--- config.mk ---
export PLATFORM = sky130hd
export DESIGN_NAME = acat_thresholds
export DESIGN_NICKNAME = d
export VERILOG_FILES = /design/src/include/acat_pkg.sv /design/src/core/acat_thresholds.sv
export SDC_FILE = /design/constraint.sdc
export NUM_CORES = 1
export LEC_CHECK = 0
export ABC_CLOCK_PERIOD_IN_PS = 3290
export BUFFER_PORTS_ARGS = -buffer_cell sky130_fd_sc_hd__clkbuf_2
export CORE_UTILIZATION = 51
export CTS_BUF_LIST = sky130_fd_sc_hd__clkbuf_4
export CTS_CLUSTER_SIZE = 14
export DETAILED_ROUTE_END_ITERATION = 6
export PLACE_DENSITY = 0.89
export SYNTH_ARGS = -nofsm -noshare
export SYNTH_HDL_FRONTEND = slang
export SYNTH_SLANG_ARGS = --single-unit
--- constraint.sdc ---
create_clock -name pclk -period 3.29 [get_ports pclk]
set_input_delay 0.1645 -clock pclk [delete_from_list [all_inputs] [get_ports pclk]]
set_output_delay 0.1645 -clock pclk [all_outputs]
set_load 0.05 [all_outputs]
--- src/include/acat_pkg.sv ---
package acat_pkg;

    // ------------------------------------------------------------------
    // Register indexes, byte address is four times the index
    // ------------------------------------------------------------------
    localparam logic [7:0] IDX_RATIO_OVER = 8'h3a;
    localparam logic [7:0] IDX_RATIO_UNDER = 8'h3b;
    localparam logic [7:0] IDX_ABS_OVER = 8'h3c;
    localparam logic [7:0] IDX_ABS_UNDER = 8'h3d;
    localparam logic [7:0] IDX_REF_SELECT = 8'h48;
    localparam logic [7:0] IDX_ALERT_STATUS = 8'h49;
    localparam int ADDR_LSB = 2;

    // ------------------------------------------------------------------
    // Field layout and reset values
    // ------------------------------------------------------------------
    localparam int LIMIT_W = 12;
    localparam int LIMIT_LSB = 4;
    localparam int LIMIT_MSB = 15;
    localparam logic [11:0] OVER_RESET = 12'hfff;
    localparam logic [11:0] UNDER_RESET = 12'h000;
    localparam int ALERT_OVER_BIT = 0;
    localparam int ALERT_UNDER_BIT = 1;

    typedef enum logic [2:0] {
        ACAT_SEL_NONE,
        ACAT_SEL_RATIO_OVER,
        ACAT_SEL_RATIO_UNDER,
        ACAT_SEL_ABS_OVER,
        ACAT_SEL_ABS_UNDER,
        ACAT_SEL_REF_SELECT,
        ACAT_SEL_ALERT_STATUS
    } acat_sel_e;

endpackage

--- src/core/acat_thresholds.sv ---
`timescale 1ns/100ps
module acat_thresholds #(
    parameter int NUM_CH = 6,
    parameter int CH_W = 3,
    parameter int ADDR_W = 12
) (
    input wire logic pclk,
    input wire logic presetn,
    input wire logic psel,
    input wire logic penable,
    input wire logic pwrite,
    input wire logic [ADDR_W-1:0] paddr,
    input wire logic [31:0] pwdata,
    input wire logic [3:0] pstrb,
    output logic [31:0] prdata,
    output logic pready,
    output logic pslverr,
    input wire logic scan_valid,
    input wire logic [CH_W-1:0] scan_channel,
    input wire logic [11:0] scan_result,
    output logic aux_over_alert,
    output logic aux_under_alert
);

    // ------------------------------------------------------------------
    // Address decode
    // ------------------------------------------------------------------
    function automatic acat_pkg::acat_sel_e decode(input logic [ADDR_W-1:0] a);
        logic [ADDR_W-3:0] idx;
        idx = a[ADDR_W-1:acat_pkg::ADDR_LSB];
        if (a[1:0] != 2'h0) begin
            return acat_pkg::ACAT_SEL_NONE;
        end
        case (idx)
            (ADDR_W-2)'(acat_pkg::IDX_RATIO_OVER): return acat_pkg::ACAT_SEL_RATIO_OVER;
            (ADDR_W-2)'(acat_pkg::IDX_RATIO_UNDER): return acat_pkg::ACAT_SEL_RATIO_UNDER;
            (ADDR_W-2)'(acat_pkg::IDX_ABS_OVER): return acat_pkg::ACAT_SEL_ABS_OVER;
            (ADDR_W-2)'(acat_pkg::IDX_ABS_UNDER): return acat_pkg::ACAT_SEL_ABS_UNDER;
            (ADDR_W-2)'(acat_pkg::IDX_REF_SELECT): return acat_pkg::ACAT_SEL_REF_SELECT;
            (ADDR_W-2)'(acat_pkg::IDX_ALERT_STATUS): return acat_pkg::ACAT_SEL_ALERT_STATUS;
            default: return acat_pkg::ACAT_SEL_NONE;
        endcase
    endfunction

    function automatic logic [31:0] limit_word(input logic [11:0] lim);
        return {16'h0000, lim, 4'h0};
    endfunction

    acat_pkg::acat_sel_e sel;
    logic wr_en;
    logic setup;
    logic [11:0] ratio_over_q;
    logic [11:0] ratio_under_q;
    logic [11:0] abs_over_q;
    logic [11:0] abs_under_q;
    logic [NUM_CH-1:0] ref_select_q;
    logic [31:0] rdata_q;
    logic [31:0] rdata_d;
    logic err_q;
    logic [11:0] wr_limit;
    logic lo_strobes;
    logic [NUM_CH-1:0] wr_ref;

    assign sel = decode(paddr);
    assign setup = psel && !penable;
    assign wr_en = psel && penable && pwrite;
    assign wr_limit = pwdata[acat_pkg::LIMIT_MSB:acat_pkg::LIMIT_LSB];
    assign lo_strobes = pstrb[1] && pstrb[0];
    assign wr_ref = pwdata[NUM_CH-1:0];

    // Zero wait states; error only shown in the access phase
    assign pready = 1'b1;
    assign pslverr = penable && err_q;
    assign prdata = rdata_q;

    // ------------------------------------------------------------------
    // Limit registers
    // ------------------------------------------------------------------
    // A limit straddles both low byte lanes, so it moves only as a whole
    always_ff @(posedge pclk or negedge presetn) begin
        if (!presetn) begin
            ratio_over_q <= acat_pkg::OVER_RESET;
            ratio_under_q <= acat_pkg::UNDER_RESET;
            abs_over_q <= acat_pkg::OVER_RESET;
            abs_under_q <= acat_pkg::UNDER_RESET;
        end else if (wr_en && lo_strobes) begin
            case (sel)
                acat_pkg::ACAT_SEL_RATIO_OVER: ratio_over_q <= wr_limit;
                acat_pkg::ACAT_SEL_RATIO_UNDER: ratio_under_q <= wr_limit;
                acat_pkg::ACAT_SEL_ABS_OVER: abs_over_q <= wr_limit;
                acat_pkg::ACAT_SEL_ABS_UNDER: abs_under_q <= wr_limit;
                default: begin
                end
            endcase
        end
    end

    always_ff @(posedge pclk or negedge presetn) begin
        if (!presetn) begin
            ref_select_q <= '0;
        end else if (wr_en && pstrb[0] && sel == acat_pkg::ACAT_SEL_REF_SELECT) begin
            ref_select_q <= wr_ref;
        end
    end

    // ------------------------------------------------------------------
    // Read path, captured in the setup phase so prdata is a flop
    // ------------------------------------------------------------------
    always_comb begin
        rdata_d = 32'h0000_0000;
        case (sel)
            acat_pkg::ACAT_SEL_RATIO_OVER: rdata_d = limit_word(ratio_over_q);
            acat_pkg::ACAT_SEL_RATIO_UNDER: rdata_d = limit_word(ratio_under_q);
            acat_pkg::ACAT_SEL_ABS_OVER: rdata_d = limit_word(abs_over_q);
            acat_pkg::ACAT_SEL_ABS_UNDER: rdata_d = limit_word(abs_under_q);
            acat_pkg::ACAT_SEL_REF_SELECT: rdata_d[NUM_CH-1:0] = ref_select_q;
            acat_pkg::ACAT_SEL_ALERT_STATUS: begin
                rdata_d[acat_pkg::ALERT_OVER_BIT] = aux_over_alert;
                rdata_d[acat_pkg::ALERT_UNDER_BIT] = aux_under_alert;
            end
            default: rdata_d = 32'h0000_0000;
        endcase
    end

    always_ff @(posedge pclk or negedge presetn) begin
        if (!presetn) begin
            rdata_q <= 32'h0000_0000;
            err_q <= 1'b0;
        end else if (setup) begin
            rdata_q <= pwrite ? 32'h0000_0000 : rdata_d;
            err_q <= (sel == acat_pkg::ACAT_SEL_NONE);
        end
    end

    // ------------------------------------------------------------------
    // Comparison against the selected limit pair
    // ------------------------------------------------------------------
    logic ch_ok;
    logic use_abs;
    logic [11:0] over_lim;
    logic [11:0] under_lim;
    logic over_hit;
    logic under_hit;
    logic over_clr;
    logic under_clr;

    assign ch_ok = int'(scan_channel) < NUM_CH;
    assign use_abs = ch_ok && ref_select_q[scan_channel];
    assign over_lim = use_abs ? abs_over_q : ratio_over_q;
    assign under_lim = use_abs ? abs_under_q : ratio_under_q;
    // Strict compares: all ones / zero limits can never trip
    assign over_hit = scan_valid && ch_ok && (scan_result > over_lim);
    assign under_hit = scan_valid && ch_ok && (scan_result < under_lim);
    assign over_clr = wr_en && pstrb[0] && sel == acat_pkg::ACAT_SEL_ALERT_STATUS
        && pwdata[acat_pkg::ALERT_OVER_BIT];
    assign under_clr = wr_en && pstrb[0] && sel == acat_pkg::ACAT_SEL_ALERT_STATUS
        && pwdata[acat_pkg::ALERT_UNDER_BIT];

    // ------------------------------------------------------------------
    // Alert flags, sticky until written one; a new hit beats the clear
    // ------------------------------------------------------------------
    always_ff @(posedge pclk or negedge presetn) begin
        if (!presetn) begin
            aux_over_alert <= 1'b0;
        end else if (over_hit) begin
            aux_over_alert <= 1'b1;
        end else if (over_clr) begin
            aux_over_alert <= 1'b0;
        end
    end

    always_ff @(posedge pclk or negedge presetn) begin
        if (!presetn) begin
            aux_under_alert <= 1'b0;
        end else if (under_hit) begin
            aux_under_alert <= 1'b1;
        end else if (under_clr) begin
            aux_under_alert <= 1'b0;
        end
    end
endmodule

==> results_dict.tcl <==
set metrics [dict create \
    status "complete, no violations" \
    first_pass_iters 4 \
    antenna_left 0 \
    fp.dieH_um 95.59 \
    clock-sinks 73 \
    synthTopCellsByArea "dfrtp_1, dfstp_2, mux2_2, mux2i_1, mux2_4" \
    yosys.area.top_type "dfrtp_1" \
    placementRows 33 \
    ff_latch_area_um2 1857 \
    ys_async_sr_fraction_pct 100.0 \
    max-clock-path-buffers 2 \
    hold_slack_ns 0.01268 \
    crit_required_ns 3.58 \
    portBuffers 69 \
    cts_setup_buffers 0 \
    clk_pin_slew_worst_paths_ns 0.11 \
    drc 0 \
    numCtsBuffers 9 \
    max_freq_mhz 322.7 \
    gp_congestion 0.8989 \
    start_util_pct 53.56 \
    tritoncts "done" \
    wl_um 10600 \
    hold_viol_final 0 \
    finalSetupViolCount 0 \
    num_vias 3347 \
    worstPathMaxFanout 14 \
    h-tree-depth 3 \
    crit_top_cell "a21o_1" \
    area_delta_synth_final_pct 15.32 \
    tns_ns 0 \
    syn_area_per_cell_um2 11.82 \
    die_width_um 95.59 \
    ios 105 \
    fp.coreArea_um2 8341 \
    critPathKind "flop to flop" \
    rsz0062_at_grt "false" \
    peakVddDrop_v 0.0001527 \
    most-common-layout-cells "clkbuf_2, dfrtp_1, mux2_2" \
    overflow 0 \
    fill_cells 685 \
    via_per_inst 5.821 \
    drive_gt1_share_pct 41.28 \
    crit_slowest_cell "mux4_2" \
    wl_per_cell_um 18.43 \
    worstHoldPathType "input port to flop" \
    clock_latency_ns 0.42 \
    yosysTopAreaCellShare_pct 27.45 \
    dp_hpwl_um 7848 \
    startpoint_type "flop" \
    syn_area_um2 4467 \
    synth_edf_count 0 \
    synth_seq_cells 73 \
    ys.warnings.count 0 \
    worstMarginPinSlew_ns 0.9113 \
    period_needed_ns 3.099 \
    synthFlopType "dfrtp_1" \
    syn_inst 378 \
    fin_worst_skew_ns 0.007985 \
    grt_max_degree 32 \
    yosysSeqAreaShare_pct 41.57 \
    grt_pass1_wl_um 17210 \
    p_leak_nw 2.503 \
    power.density_nw_per_um2 320.2 \
    antenna_found_initial 0 \
    critical_path.endpoint_type "flop" \
    final_core_util_pct 61.76 \
    grt_usage_pct 25.46 \
    dieArea_um2 9136 \
    final_nets 557 \
    synth.distinct_cells 55 \
    antennaDiodeCount 0 \
    critPathMaxStageDelay_ns 0.53 \
    slew_headroom_pct 39.25 \
    period_share_pct 94.19 \
    worstPathCellList "mux4_2, mux2i_4, buf_6, mux2i_1, ha_1, a21o_1, a21o_1, a2111oi_1, o31ai_1" \
    multiInputGateArea_um2 2475 \
    grt_pass1_vias 3456 \
    cp_data_arrival_time_ns 3.39 \
    cap_violations 0 \
    clock-root-buffer "clkbuf_4" \
    drt_iter0_drc 166 \
    final_common_cell "clkbuf_2" \
    maxSlewViolCount 0 \
]
## metrics by stage
step	power (W)	instance area, um^2	std cells	setup slack, ns
after floorplan	0.001036	4523	393	0.2067
after global placement	0.001097	4902	548	0.3782
after detailed placement	0.001102	4902	548	0.07662
after CTS	0.001653	5096	570	0.03341
after global routing	0.001725	5151	575	0.06034
final	0.001649	5151	575	0.1911
## final timing paths
kind                                                to  cells after the start  slack [ns]                        start
max                         aux_over_alert$_DFFE_PN0P_                      9        0.19  ref_select_q[3]$_DFFE_PN0P_
max reg2reg                 aux_over_alert$_DFFE_PN0P_                      9        0.19  ref_select_q[3]$_DFFE_PN0P_
max in group asynchronous    abs_over_q[5]$_DFFE_PN1P_                      3        2.43                      presetn
min reg2reg                          err_q$_DFFE_PN0P_                      2        0.49            err_q$_DFFE_PN0P_
min in group asynchronous        prdata[0]$_DFFE_PN0P_                      2        0.14                      presetn
min                        ratio_over_q[9]$_DFFE_PN1P_                      2        0.01                   pwdata[13]
## state kept, by name, indices dropped and copies added, names as in the netlist
name             count
aux_under_alert      1
abs_under_q         12
ratio_under_q       12
ratio_over_q        12
prdata              16
aux_over_alert       1
abs_over_q          12
ref_select_q         6
err_q                1
## synthesized netlist by cell type (6+ instances only)
library cell  instances
a21o_1                6
a21oi_1              18
a221oi_1             11
buf_4                17
dfrtp_1              49
dfstp_2              24
ha_1                 23
mux2_2               38
mux2_4               21
mux2i_1              34
nand2_1              21
nor2_1               12
o21ai_0              19
## per-layer routing
layer,track usage (%),share of wire (%),vias up
met5,0,0,-
met4,7.711,2.0,0
met3,6.699,5.9,23
met2,43.45,50,116
met1,31.49,42,1639
li1,-,-,1569
## final cells by class
class	instances	share of cell area (%)
Clock buffer	12	1.749
Clock inverter	4	0.8501
Inverter	2	0.1457
Multi-Input combinational cell	289	48.04
Sequential cell	73	36.05
Tap cell	105	2.550
Timing Repair Buffer	90	10.61
## critical path, delay by kind of cell (launching register included)
kind | cells | cell delay, ns
adder cells (fa/ha/maj) | 1 | 0.28
AO/OA/AOI/OAI | 4 | 0.97
buffers and inverters | 1 | 0.25
multiplexers | 3 | 1.07
flip-flops | 1 | 0.41
## where the power goes
| group | leakage (nW) | internal, W | switching [W] | total [W] |
|---|---|---|---|---|
| registers | 0.919 | 0.000901 | 0.00000103 | 0.000902 |
| clock network | 0.0787 | 0.000253 | 0.000299 | 0.000552 |
| logic | 1.50 | 0.0000637 | 0.000132 | 0.000195 |
| total | 2.50 | 0.00122 | 0.000432 | 0.00165 |
## cell families (layout without fill, tap and decap cells)
group	count (synthesis)	in the layout	share of synthesized area (%)
compound gates	76	76	11.48
fa+ha+maj	23	23	6.443
buf+inv	31	108	4.594
flops	73	73	41.57
mux	94	94	24.76
other cells	2	17	0.1681
simple gates	79	79	10.98
## what timing repair did
action	4_1_cts	5_1_grt
hold buffers	6	5
setup endpoints to repair	0	1
gates resized for setup	0	2
hold endpoints to repair	16	11
Note: power is estimated with default switching activity, not from simulation.
